`config.mk`:
```
export PLATFORM = sky130hd
export DESIGN_NAME = pcs_portc
export DESIGN_NICKNAME = d
export VERILOG_FILES = /design/src/rtl/pcs_handshake.v /design/src/rtl/pcs_irq_ctrl.v /design/src/rtl/pcs_portc.v
export VERILOG_INCLUDE_DIRS = /design/src /design/src/rtl
export SDC_FILE = /design/constraint.sdc
export NUM_CORES = 1
export LEC_CHECK = 0
export BUFFER_PORTS_ARGS = -buffer_cell sky130_fd_sc_hd__buf_2
export CAP_MARGIN = 25
export CORE_MARGIN = 4
export CORE_UTILIZATION = 48
export CTS_CLUSTER_SIZE = 25
export DETAILED_ROUTE_END_ITERATION = 10
export PLACE_DENSITY = 0.77
export SYNTH_ARGS = -nofsm -noshare
export SYNTH_HDL_FRONTEND = slang
export SYNTH_HIERARCHICAL = 1
export SYNTH_SLANG_ARGS = --single-unit
```
`constraint.sdc`:
```
create_clock -name clk -period 2.9 [get_ports clk]
set_clock_uncertainty 0.2 [all_clocks]
set_input_delay 0.29 -clock clk [delete_from_list [all_inputs] [get_ports clk]]
set_output_delay 0.29 -clock clk [all_outputs]
set_load 0.03 [all_outputs]
```
`src/rtl/pcs_regs.vh`:
```
// Register offsets, field positions and reset values of the port C status block
`ifndef PCS_REGS_VH
`define PCS_REGS_VH
// Byte offsets on the register bus
`define PCS_OFS_MODE 5'h00
`define PCS_OFS_PORTC 5'h04
`define PCS_OFS_BITCMD 5'h08
`define PCS_OFS_IRQ_STATUS 5'h0c
`define PCS_OFS_IRQ_MASK 5'h10
`define PCS_OFS_PORTA_STROBE 5'h14
`define PCS_OFS_PORTB_STROBE 5'h18
// Mode word fields
`define PCS_MODE_A_LSB 0
`define PCS_MODE_A_MSB 1
`define PCS_MODE_A_DIR_IN 2
`define PCS_MODE_UPPER_IN 3
`define PCS_MODE_B 4
`define PCS_MODE_B_DIR_IN 5
`define PCS_MODE_LOWER_IN 6
`define PCS_MODE_WIDTH 7
`define PCS_MODE_RESET 7'h00
// Bit command fields
`define PCS_BITCMD_IDX_LSB 0
`define PCS_BITCMD_IDX_MSB 2
`define PCS_BITCMD_VALUE 3
// Port C positions of the handshake lines
`define PCS_PC_REQ_B 0
`define PCS_PC_FULL_B 1
`define PCS_PC_STROBE_B 2
`define PCS_PC_REQ_A 3
`define PCS_PC_STROBE_A_IN 4
`define PCS_PC_FULL_A_IN 5
`define PCS_PC_ACCEPT_A_OUT 6
`define PCS_PC_FULL_A_OUT 7
// Interrupt status bits, their width and reset value, and the port C reset value
`define PCS_IRQ_REQ_A 0
`define PCS_IRQ_REQ_B 1
`define PCS_IRQ_WIDTH 2
`define PCS_IRQ_RESET 2'h0
`define PCS_PORTC_RESET 8'h00
`endif

```
`src/rtl/pcs_handshake.v`:
```
// One strobed handshake channel: buffer full flag and service request
`default_nettype none
module pcs_handshake (
   // Clock and reset
   input wire clk,
   input wire reset_n,
   // Configuration
   input wire enable,
   input wire dir_in,
   input wire irq_enable_flag,
   // Peripheral strobe or accept pin, active low
   input wire strobe_n,
   // Host data access of the matching port, one-cycle pulse
   input wire host_access,
   // Forcing from the single-bit command
   input wire force_full,
   input wire full_value,
   input wire force_req,
   input wire req_value,
   // Status
   output reg buffer_full,
   output reg service_request
);
   wire cond;

   // Output side raises the request once the peripheral has drained the buffer
   assign cond = dir_in ? (strobe_n & buffer_full & irq_enable_flag) :
                 (strobe_n & ~buffer_full & irq_enable_flag);

   always @(posedge clk or negedge reset_n) begin
      if (!reset_n) begin
         buffer_full <= 1'b0;
         service_request <= 1'b0;
      end else if (!enable) begin
         buffer_full <= 1'b0;
         service_request <= 1'b0;
      end else begin
         if (dir_in) begin
            // Strobe level wins over the read that would clear it
            if (!strobe_n)
               buffer_full <= 1'b1;
            else if (host_access)
               buffer_full <= 1'b0;
            else if (force_full)
               buffer_full <= full_value;
         end else begin
            if (host_access)
               buffer_full <= 1'b1;
            else if (!strobe_n)
               buffer_full <= 1'b0;
            else if (force_full)
               buffer_full <= full_value;
         end
         if (host_access)
            service_request <= 1'b0;
         else if (force_req)
            service_request <= req_value;
         else if (!irq_enable_flag)
            service_request <= 1'b0;
         else if (cond)
            service_request <= 1'b1;
      end
   end
endmodule
`default_nettype wire

```
`src/rtl/pcs_irq_ctrl.v`:
```
// Sticky interrupt status with write-one-to-clear, mask and level output
`default_nettype none
module pcs_irq_ctrl #(
   parameter WIDTH = 2
) (
   // Clock and reset
   input wire clk,
   input wire reset_n,
   // Events, one-cycle pulses
   input wire [WIDTH-1:0] event_pulse,
   // Register writes
   input wire status_write,
   input wire mask_write,
   input wire [WIDTH-1:0] write_data,
   // State
   output reg [WIDTH-1:0] status,
   output reg [WIDTH-1:0] mask,
   output wire irq
);
   wire [WIDTH-1:0] clear_bits;

   assign clear_bits = status_write ? write_data : {WIDTH{1'b0}};
   assign irq = |(status & mask);

   always @(posedge clk or negedge reset_n) begin
      if (!reset_n) begin
         status <= {WIDTH{1'b0}};
         mask <= {WIDTH{1'b0}};
      end else begin
         // A new event beats a clear in the same cycle
         status <= (status & ~clear_bits) | event_pulse;
         if (mask_write)
            mask <= write_data;
      end
   end
endmodule
`default_nettype wire

```
`src/rtl/pcs_portc.v`:
```
// Port C access logic: mode-dependent pin roles, bit command and status read
//
// Summary of operation
// - Unclaimed port C lines are plain inputs/outputs.
// - Read returns pins, enable flags at 2/4/6.
// - Whole write changes only mode 0 outputs.
// - Whole write never touches enable flags.
// - Bit command drives any output line.
// - Bit command never alters input lines.
// - Bit command at strobe positions sets flags.
// - Mode 0 data, modes 1/2 handshake lines.
// - Status comes from an ordinary port C read.
// - Group B enable flag at bit 2.
// - Group A input enable flag at bit 4.
// - Group A output enable flag at bit 6.
// - Input full sets on strobe, clears on read.
// - Output full sets on write, clears on accept.
// - Output request on accept high, clears on write.
`include "pcs_regs.vh"
`default_nettype none
module pcs_portc (
   // Clock and reset
   input wire clk,
   input wire reset_n,
   // Avalon-MM slave
   input wire [4:0] avs_address,
   input wire avs_read,
   input wire avs_write,
   input wire [31:0] avs_writedata,
   input wire [3:0] avs_byteenable,
   output reg [31:0] avs_readdata,
   output wire avs_waitrequest,
   // Port C pins
   input wire [7:0] portc_in,
   output reg [7:0] portc_out,
   output reg [7:0] portc_oe_n,
   // Interrupt
   output wire irq
);
   // Group A pin role helpers, shared by the masks and the bit command
   function a_in_side;
      input [1:0] a_mode;
      input a_dir_in;
      begin
         a_in_side = a_mode[1] | (a_mode == 2'h1 && a_dir_in);
      end
   endfunction

   function a_out_side;
      input [1:0] a_mode;
      input a_dir_in;
      begin
         a_out_side = a_mode[1] | (a_mode == 2'h1 && !a_dir_in);
      end
   endfunction

   reg [`PCS_MODE_WIDTH-1:0] mode;
   reg [7:0] latch;
   reg group_b_irq_enable;
   reg group_a_in_irq_enable;
   reg group_a_out_irq_enable;
   reg ack;
   reg req_a_prev;
   reg req_b_prev;
   reg [7:0] hs_in_mask;
   reg [7:0] hs_out_mask;
   reg [7:0] hs_out_value;
   reg [7:0] next_portc_out;
   reg [31:0] next_readdata;
   wire [1:0] a_mode;
   wire a_dir_in;
   wire upper_in;
   wire b_mode;
   wire b_dir_in;
   wire lower_in;
   wire a_in_act;
   wire a_out_act;
   wire request;
   wire accept;
   wire lane0;
   wire wr_mode;
   wire wr_portc;
   wire wr_bitcmd;
   wire wr_status;
   wire wr_mask;
   wire acc_a;
   wire acc_b;
   wire [2:0] bit_idx;
   wire bit_val;
   wire [7:0] plain_mask;
   wire [7:0] out_dir_mask;
   wire [7:0] mode0_mask;
   wire [7:0] whole_mask;
   wire [7:0] bit_sel;
   wire [7:0] status_word;
   wire full_b;
   wire req_b;
   wire full_a_in;
   wire req_a_in;
   wire full_a_out;
   wire req_a_out;
   wire [`PCS_IRQ_WIDTH-1:0] irq_status;
   wire [`PCS_IRQ_WIDTH-1:0] irq_mask;
   wire [`PCS_IRQ_WIDTH-1:0] irq_events;
   wire strobe_b_n;
   wire strobe_a_in_n;
   wire accept_a_out_n;

   assign a_mode = mode[`PCS_MODE_A_MSB:`PCS_MODE_A_LSB];
   assign a_dir_in = mode[`PCS_MODE_A_DIR_IN];
   assign upper_in = mode[`PCS_MODE_UPPER_IN];
   assign b_mode = mode[`PCS_MODE_B];
   assign b_dir_in = mode[`PCS_MODE_B_DIR_IN];
   assign lower_in = mode[`PCS_MODE_LOWER_IN];
   assign a_in_act = a_in_side(a_mode, a_dir_in);
   assign a_out_act = a_out_side(a_mode, a_dir_in);

   // Bus handshake: every access waits one cycle, so read data come from a flop
   assign request = avs_read | avs_write;
   assign avs_waitrequest = request & ~ack;
   assign accept = request & ack;
   assign lane0 = avs_byteenable[0];
   assign wr_mode = accept & avs_write & lane0 && avs_address == `PCS_OFS_MODE;
   assign wr_portc = accept & avs_write & lane0 && avs_address == `PCS_OFS_PORTC;
   assign wr_bitcmd = accept & avs_write & lane0 && avs_address == `PCS_OFS_BITCMD;
   assign wr_status = accept & avs_write & lane0 && avs_address == `PCS_OFS_IRQ_STATUS;
   assign wr_mask = accept & avs_write & lane0 && avs_address == `PCS_OFS_IRQ_MASK;
   // Port data paths live elsewhere; these strobes stand for their host accesses
   assign acc_a = accept && avs_address == `PCS_OFS_PORTA_STROBE &&
                  (a_in_act & avs_read | a_out_act & avs_write);
   assign acc_b = accept && avs_address == `PCS_OFS_PORTB_STROBE &&
                  (b_dir_in ? avs_read : avs_write);
   assign bit_idx = avs_writedata[`PCS_BITCMD_IDX_MSB:`PCS_BITCMD_IDX_LSB];
   assign bit_val = avs_writedata[`PCS_BITCMD_VALUE];
   assign bit_sel = wr_bitcmd ? (8'h01 << bit_idx) : 8'h00;

   always @(posedge clk or negedge reset_n) begin
      if (!reset_n)
         ack <= 1'b0;
      else
         ack <= request & ~ack;
   end

   // Lines claimed by the handshake of each active group
   always @* begin
      hs_in_mask = 8'h00;
      hs_out_mask = 8'h00;
      hs_out_value = 8'h00;
      if (b_mode) begin
         hs_in_mask[`PCS_PC_STROBE_B] = 1'b1;
         hs_out_mask[`PCS_PC_REQ_B] = 1'b1;
         hs_out_mask[`PCS_PC_FULL_B] = 1'b1;
      end
      if (a_in_act | a_out_act)
         hs_out_mask[`PCS_PC_REQ_A] = 1'b1;
      if (a_in_act) begin
         hs_in_mask[`PCS_PC_STROBE_A_IN] = 1'b1;
         hs_out_mask[`PCS_PC_FULL_A_IN] = 1'b1;
      end
      if (a_out_act) begin
         hs_in_mask[`PCS_PC_ACCEPT_A_OUT] = 1'b1;
         hs_out_mask[`PCS_PC_FULL_A_OUT] = 1'b1;
      end
      hs_out_value[`PCS_PC_REQ_B] = req_b;
      // Output side shows an active-low full line
      hs_out_value[`PCS_PC_FULL_B] = b_dir_in ? full_b : ~full_b;
      hs_out_value[`PCS_PC_REQ_A] = req_a_in | req_a_out;
      hs_out_value[`PCS_PC_FULL_A_IN] = full_a_in;
      hs_out_value[`PCS_PC_FULL_A_OUT] = ~full_a_out;
   end

   assign plain_mask = ~(hs_in_mask | hs_out_mask);
   assign out_dir_mask = plain_mask & {{4{~upper_in}}, {4{~lower_in}}};
   assign mode0_mask = {{4{a_mode == 2'h0}}, {4{~b_mode}}};
   assign whole_mask = out_dir_mask & mode0_mask;

   // A pin still driven by the device right after a mode change is no peripheral strobe
   assign strobe_b_n = portc_in[`PCS_PC_STROBE_B] | ~portc_oe_n[`PCS_PC_STROBE_B];
   assign strobe_a_in_n = portc_in[`PCS_PC_STROBE_A_IN] | ~portc_oe_n[`PCS_PC_STROBE_A_IN];
   assign accept_a_out_n = portc_in[`PCS_PC_ACCEPT_A_OUT] | ~portc_oe_n[`PCS_PC_ACCEPT_A_OUT];

   // Mode word and output latches
   always @(posedge clk or negedge reset_n) begin
      if (!reset_n) begin
         mode <= `PCS_MODE_RESET;
         latch <= `PCS_PORTC_RESET;
      end else if (wr_mode) begin
         // A new mode word starts from cleared latches
         mode <= avs_writedata[`PCS_MODE_WIDTH-1:0];
         latch <= `PCS_PORTC_RESET;
      end else if (wr_portc) begin
         latch <= (latch & ~whole_mask) | (avs_writedata[7:0] & whole_mask);
      end else if (wr_bitcmd) begin
         // Only plain output lines keep a latch; inputs stay untouched
         if (|(bit_sel & out_dir_mask))
            latch[bit_idx] <= bit_val;
      end
   end

   // Enable flags, set only through the bit command; reset and a mode write clear them
   always @(posedge clk or negedge reset_n) begin
      if (!reset_n) begin
         group_b_irq_enable <= 1'b0;
         group_a_in_irq_enable <= 1'b0;
         group_a_out_irq_enable <= 1'b0;
      end else if (wr_mode) begin
         group_b_irq_enable <= 1'b0;
         group_a_in_irq_enable <= 1'b0;
         group_a_out_irq_enable <= 1'b0;
      end else if (wr_bitcmd) begin
         // Whole-port writes never reach this branch
         if (bit_sel[`PCS_PC_STROBE_B] & b_mode)
            group_b_irq_enable <= bit_val;
         if (bit_sel[`PCS_PC_STROBE_A_IN] & a_in_act)
            group_a_in_irq_enable <= bit_val;
         if (bit_sel[`PCS_PC_ACCEPT_A_OUT] & a_out_act)
            group_a_out_irq_enable <= bit_val;
      end
   end

   // Handshake channels; a bit command on a status output forces its flop
   pcs_handshake u_hs_b (
      .clk(clk),
      .reset_n(reset_n),
      .enable(b_mode),
      .dir_in(b_dir_in),
      .irq_enable_flag(group_b_irq_enable),
      .strobe_n(strobe_b_n),
      .host_access(acc_b),
      .force_full(bit_sel[`PCS_PC_FULL_B]),
      .full_value(b_dir_in ? bit_val : ~bit_val),
      .force_req(bit_sel[`PCS_PC_REQ_B]),
      .req_value(bit_val),
      .buffer_full(full_b),
      .service_request(req_b)
   );

   pcs_handshake u_hs_a_in (
      .clk(clk),
      .reset_n(reset_n),
      .enable(a_in_act),
      .dir_in(1'b1),
      .irq_enable_flag(group_a_in_irq_enable),
      .strobe_n(strobe_a_in_n),
      .host_access(acc_a & avs_read),
      .force_full(bit_sel[`PCS_PC_FULL_A_IN]),
      .full_value(bit_val),
      .force_req(bit_sel[`PCS_PC_REQ_A]),
      .req_value(bit_val),
      .buffer_full(full_a_in),
      .service_request(req_a_in)
   );

   pcs_handshake u_hs_a_out (
      .clk(clk),
      .reset_n(reset_n),
      .enable(a_out_act),
      .dir_in(1'b0),
      .irq_enable_flag(group_a_out_irq_enable),
      .strobe_n(accept_a_out_n),
      .host_access(acc_a & avs_write),
      .force_full(bit_sel[`PCS_PC_FULL_A_OUT]),
      .full_value(~bit_val),
      // Mode 2 shares one request pin, so the bit command drives both sides
      .force_req(bit_sel[`PCS_PC_REQ_A]),
      .req_value(bit_val),
      .buffer_full(full_a_out),
      .service_request(req_a_out)
   );

   // Pin drive, registered so the pins never glitch on decode
   always @* begin
      next_portc_out = (latch & out_dir_mask) | (hs_out_value & hs_out_mask);
   end

   always @(posedge clk or negedge reset_n) begin
      if (!reset_n) begin
         portc_out <= `PCS_PORTC_RESET;
         portc_oe_n <= 8'hff;
      end else begin
         portc_out <= next_portc_out;
         portc_oe_n <= ~(out_dir_mask | hs_out_mask);
      end
   end

   // Status read: live pins with the enable flags over the strobe positions
   assign status_word = {portc_in[7],
                         hs_in_mask[`PCS_PC_ACCEPT_A_OUT] ? group_a_out_irq_enable : portc_in[6],
                         portc_in[5],
                         hs_in_mask[`PCS_PC_STROBE_A_IN] ? group_a_in_irq_enable : portc_in[4],
                         portc_in[3],
                         hs_in_mask[`PCS_PC_STROBE_B] ? group_b_irq_enable : portc_in[2],
                         portc_in[1:0]};

   always @* begin
      next_readdata = 32'h0000_0000;
      case (avs_address)
         `PCS_OFS_MODE: next_readdata[`PCS_MODE_WIDTH-1:0] = mode;
         `PCS_OFS_PORTC: next_readdata[7:0] = status_word;
         `PCS_OFS_IRQ_STATUS: next_readdata[`PCS_IRQ_WIDTH-1:0] = irq_status;
         `PCS_OFS_IRQ_MASK: next_readdata[`PCS_IRQ_WIDTH-1:0] = irq_mask;
         default: next_readdata = 32'h0000_0000;
      endcase
   end

   always @(posedge clk or negedge reset_n) begin
      if (!reset_n)
         avs_readdata <= 32'h0000_0000;
      else if (avs_read & ~ack)
         avs_readdata <= next_readdata;
   end

   // Interrupt events are rising edges of the two service requests
   always @(posedge clk or negedge reset_n) begin
      if (!reset_n) begin
         req_a_prev <= 1'b0;
         req_b_prev <= 1'b0;
      end else begin
         req_a_prev <= req_a_in | req_a_out;
         req_b_prev <= req_b;
      end
   end

   // Edge events keep a request that stays high from setting a cleared bit again
   assign irq_events = {req_b & ~req_b_prev, (req_a_in | req_a_out) & ~req_a_prev};

   pcs_irq_ctrl #(
      .WIDTH(`PCS_IRQ_WIDTH)
   ) u_irq (
      .clk(clk),
      .reset_n(reset_n),
      .event_pulse(irq_events),
      .status_write(wr_status),
      .mask_write(wr_mask),
      .write_data(avs_writedata[`PCS_IRQ_WIDTH-1:0]),
      .status(irq_status),
      .mask(irq_mask),
      .irq(irq)
   );
endmodule
`default_nettype wire

```
Yosys cells after proc, flatten, opt, wreduce, memory -nomap -nowiden
Index checks and enable logic that the tools add are counted.

cells by class
  $add $sub $neg = 0
  multipliers = 0
  divide/modulo/power cells = 0
  $lt $le $gt $ge = 2
  equal/unequal tests = 12
  shift operators = 1
  multiplexer cells = 63
  bitwise gates (word level) = 61
  reduce and logical (&&, ||, !) cells = 27

operators with widths
  kind                 number
  $and 8x8->8          7
  $mux 1               52
  $mux 8               5
  $not 8->8            3
  $or 8x8->8           3
  $and 1x1->1          22
  $eq 5x5->1 const B   3
  $ne 5x2->1 const B   3
  $logic_and 1x1->1    12
  $not 1->1            12
  $eq 5x4->1 const B   2
  $pmux 5 s2           1
  $or 1x1->1           9
  $bwmux 8             1
  $ne 4x4->1 const B   2
  $or 7x8->8           1
  $pmux 2 s4           1
  $reduce_and 2->1     4
  $reduce_bool 2->1    4
  $reduce_or 8->1      1
  $shl 1x3->8 const A  1
  $reduce_bool 3->1    2
  $eq 5x3->1 const B   1
  $logic_not 5->1      1
  other kinds (11)     13

storage, ports and cells
  register bits = 55
  latch bits = 0
  memory bits (writable) = 0
  bits in read-only memories = 0
  input port bits = 53
  output and inout bits = 50
  logic and storage cells = 185
  memories kept = 0

Logic depth before layout (Yosys ltp)
  word-level depth = 14
  depth in mapped cells = 8

Cells and area by module
Netlist, hierarchy kept.

by module, submodules not included
  module         times used  cells each  area an instance (sq um)  seq. area each (sq um)
  pcs_portc      1           289         2529.9                    1109.8
  pcs_handshake  3           13          130.1                     50.0
  pcs_irq_ctrl   1           11          161.4                     100.1

Least setup slack after synthesis
OpenSTA, ideal clock, no wires.

  kind = input to register
  start point = in avs_address[1]
  end point = reg latch[4]
  arrival time = 2153 ps
  setup slack = 474 ps
  cell stages on the path = 6
  cells stage by stage = or4b_1 -> buf_2 -> or3_4 -> or4_4 -> mux2_4 -> a21oi_2

between the ends
  longest elaborated chain between the ends = 7
  elaborated cells on any way between the ends = 14

RTL lines
  element                        line             source
  start, declared                pcs_portc.v:26   input wire [4:0] avs_address,
  $eq 5x4->1 (no line)           n/a
  $logic_and 1x1->1 (no line)    n/a
  $mux 8                         pcs_portc.v:135  assign bit_sel = wr_bitcmd ? (8'h01 << bit_idx) : 8'h00;
  $and 8x8->8                    pcs_portc.v:195  if (|(bit_sel & out_dir_mask))
  $reduce_or 8->1                pcs_portc.v:195
  $reduce_bool 3->1 (no line)    n/a
  $reduce_and 2->1 (no line)     n/a
  end signal, assigned           pcs_portc.v:190  latch <= `PCS_PORTC_RESET;
  end signal, assigned           pcs_portc.v:192  latch <= (latch & ~whole_mask) | (avs_writedata[7:0] & whole_mask);
  end signal, assigned by index  pcs_portc.v:196  latch[bit_idx] <= bit_val;
  end, declared                  pcs_portc.v:58   reg [7:0] latch;

Several ways; a longest one is shown, not always the timed one.
A chain may end at the register's enable or synchronous reset.

Worst setup path in the final report
  start point = in avs_address[2]
  end point = reg latch[4]

Same word-level chain as after synthesis.

==> reports/results.ini <==
[critical_path]
slowest_stage=or4b_1
end_kind=flop
crit_type=in -> reg
worstPathMaxFanout=16
required_ps=2940
crit_buf_inv=1
cp_cell_sequence=buf_2 > or4b_1 > or3_4 > or4_4 > mux2_4 > a21oi_2
path_delay_family=simple AND/OR/NAND/NOR gates
critPathArrivalTime_ps=2350
max_stage_delay_ps=550
cp-start-kind=primary input

[power]
ir_drop_mv=0.2501
p_leak_nw=1.742
p_per_area_nw_per_um2=492.1

[worst_hold_path]
hold_path_class=in -> reg

[clocking]
htree_levels=2
clkTransAtPathRegs_ps=90
cts_sinks=54
cts_buffers=5
clk_latency_ps=310
clockRootBuffer=clkbuf_8
cts_max_path_buffers=2
cts_tree=built
cts_resized=0

[timing]
hold_viol=0
period_needed_ps=2309
relSlewSlack=0.5153
grt_setup_unrepaired=no
setup_viol=0
fin_tns_setup_ps=0
worst_pin_slew_ps=717.0
timing.fmax_ghz=0.4331
timing.final.crit_share=0.7962
timing.final.max_slew_violations=0

[floorplan]
die_area_um2=7766
boundaryPins=103
die-width_um=88.13
rows=28
core_area_um2=6061
start_util=0.5085
die_height_um=88.13

[drt]
vias_per_cell=5.339
wirelength_um=7458
post_drt_wl_per_cell_um=15.70
vias=2536
drtIter0Drc=197
drtAntennaViolNets=0
route.detailed.drc=0
first_pass_iters=4

[synth]
synth_edf_count=0
ys_types=46
seq_area_frac_synth=0.4413
ys_seq_elements=54
async_flop_share=1.000
yosys_most_used_dff=dfrtp_1
yosys_warnings=6
syn_area_per_cell_um2=9.091
synth_area_um2=3082
syn_inst=339

[finish]
fin_area_um2=3522
drive_above_1_share=0.2500
multi_input_area_um2=1529
final_common_cell=nand2_1
fill_cells=548
synthToLayoutAreaGrowth_pct=14.29
layout_common_cells=59 x nand2_1, 51 x buf_2, 47 x dfrtp_1
regArea_um2=1360
antenna-diode-count=0
final_nets=452

[placed_design]
gp_congestion=0.9044
place_hpwl_um=5635
portBuffers=51
post_dp_cell_area_um2=3373

[global_routing]
grtUsageMet1=0.2742
overflow=0
grt_pass1_vias=2391
grt.total_usage=0.1988
grt_max_degree=46
met3_usage=0.01787
grt_pass1_wl_um=11920
met2_usage=0.3171
busiest_layer=met2
antenna_found_initial=0

[job]
cap_violations=0

[status]
status=finished clean

logic make-up (layout without fill, tap and decap cells):
group,Yosys count,count (layout),share of synthesized area
flops,54,54,0.4413
simple gates,140,140,0.2314
mux,24,24,0.08729
compound gates,59,59,0.1238
other cells,2,30,0.002437
xor+xnor,6,6,0.01705
buf+inv,54,87,0.09663
what timing repair did:
item / CTS / global route
buffers inserted: 0 / 0
endpoints found under the hold margin: 38 / 0
hold buffers: 2 / 0
through the flow:
stage / power (W) / hold WS (ps) / utilization / cells / setup slack [ps]
5_1_grt: 0.001826 / 19.36 / 0.5811 / 475 / 527.6
3_3_place_gp: 0.001236 / 220.0 / 0.5566 / 464 / 306.5
6_report: 0.001733 / 9.655 / 0.5811 / 475 / 591.1
3_5_place_dp: 0.001244 / 218.1 / 0.5566 / 464 / 295.4
4_1_cts: 0.001745 / 0.2868 / 0.5778 / 474 / 608.6
2_1_floorplan: 0.001144 / -205.6 / - / 367 / 474.0
final cells by class:
| cell class | count | share of cell area |
|---|---|---|
| repair buffers | 65 | 0.1073 |
| clock inverters | 3 | 0.01137 |
| clock buffers | 5 | 0.01954 |
| flip-flops and latches | 54 | 0.3861 |
| multi-input cells | 259 | 0.4341 |
| inverters | 14 | 0.01492 |
| well taps | 75 | 0.02664 |
power breakdown:
| part | internal, W | switching (W) |
|---|---|---|
| Combinational | 0.000122 | 0.000259 |
| Sequential | 0.000811 | 0.0000439 |
| Clock | 0.000254 | 0.000242 |
tightest hold or removal path: cells and delay by family:
kind          cells  cell delay, ps
buf+inv           1             100
simple gates      2             100
synth_stat cells (all sizes together) (2+ instances only):
master   count  area share
buf         26       0.063
dfstp        7       0.060
nand3        2      0.0032
inv         14       0.017
or4          2      0.0061
o21ai       23       0.037
xnor2        5       0.014
and2         4      0.0081
a2111oi      2      0.0057
nor2        22       0.027
nand4b       5       0.014
a22o         3      0.0085
nor3         9       0.015
or3          5       0.013
and3         2      0.0041
nor2b        3      0.0061
nand2       59       0.072
conb         2      0.0024
nand2b       7       0.014
a22oi        8       0.019
nor4         4      0.0081
mux2        14       0.055
mux2i       10       0.032
nand4        2      0.0041
nand3b       9       0.022
a21o         2      0.0049
clkbuf      14       0.017
a21oi       14       0.024
a311oi       3       0.015
dfrtp       47        0.38
per-layer routing:
| metal | up-vias | part of all wire |
|---|---|---|
| met3 | 15 | 0.067 |
| met2 | 96 | 0.47 |
| met4 | 0 | 0.022 |
| met5 | - | 0 |
| li1 | 1235 | - |
| met1 | 1190 | 0.44 |
final timing paths:
path,cells after the start,startpoint,slack (ps),endpoint
setup / recovery,6,avs_address[2],590,latch[4]
hold / removal,3,avs_writedata[4],10,mode[4]
setup reg to reg,7,mode[0],680,u_hs_a_out/buffer_full
hold reg to reg,0,u_hs_b/service_request,240,req_b_prev
max in group asynchronous,4,reset_n,1550,portc_oe_n[5]
min in group asynchronous,2,reset_n,220,latch[1]
sequential cells by signal, indices dropped and copies added (netlist names):
name,flops
avs_readdata,8
latch,8
portc_out,8
mode,7
portc_oe_n,7
u_irq/mask,2
u_irq/status,2
ack,1
group_a_in_irq_enable,1
group_a_out_irq_enable,1
group_b_irq_enable,1
req_a_prev,1
req_b_prev,1
u_hs_a_in/buffer_full,1
u_hs_a_in/service_request,1
u_hs_a_out/buffer_full,1
u_hs_a_out/service_request,1
u_hs_b/buffer_full,1
u_hs_b/service_request,1
Note: power is estimated with default switching activity, not from simulation.
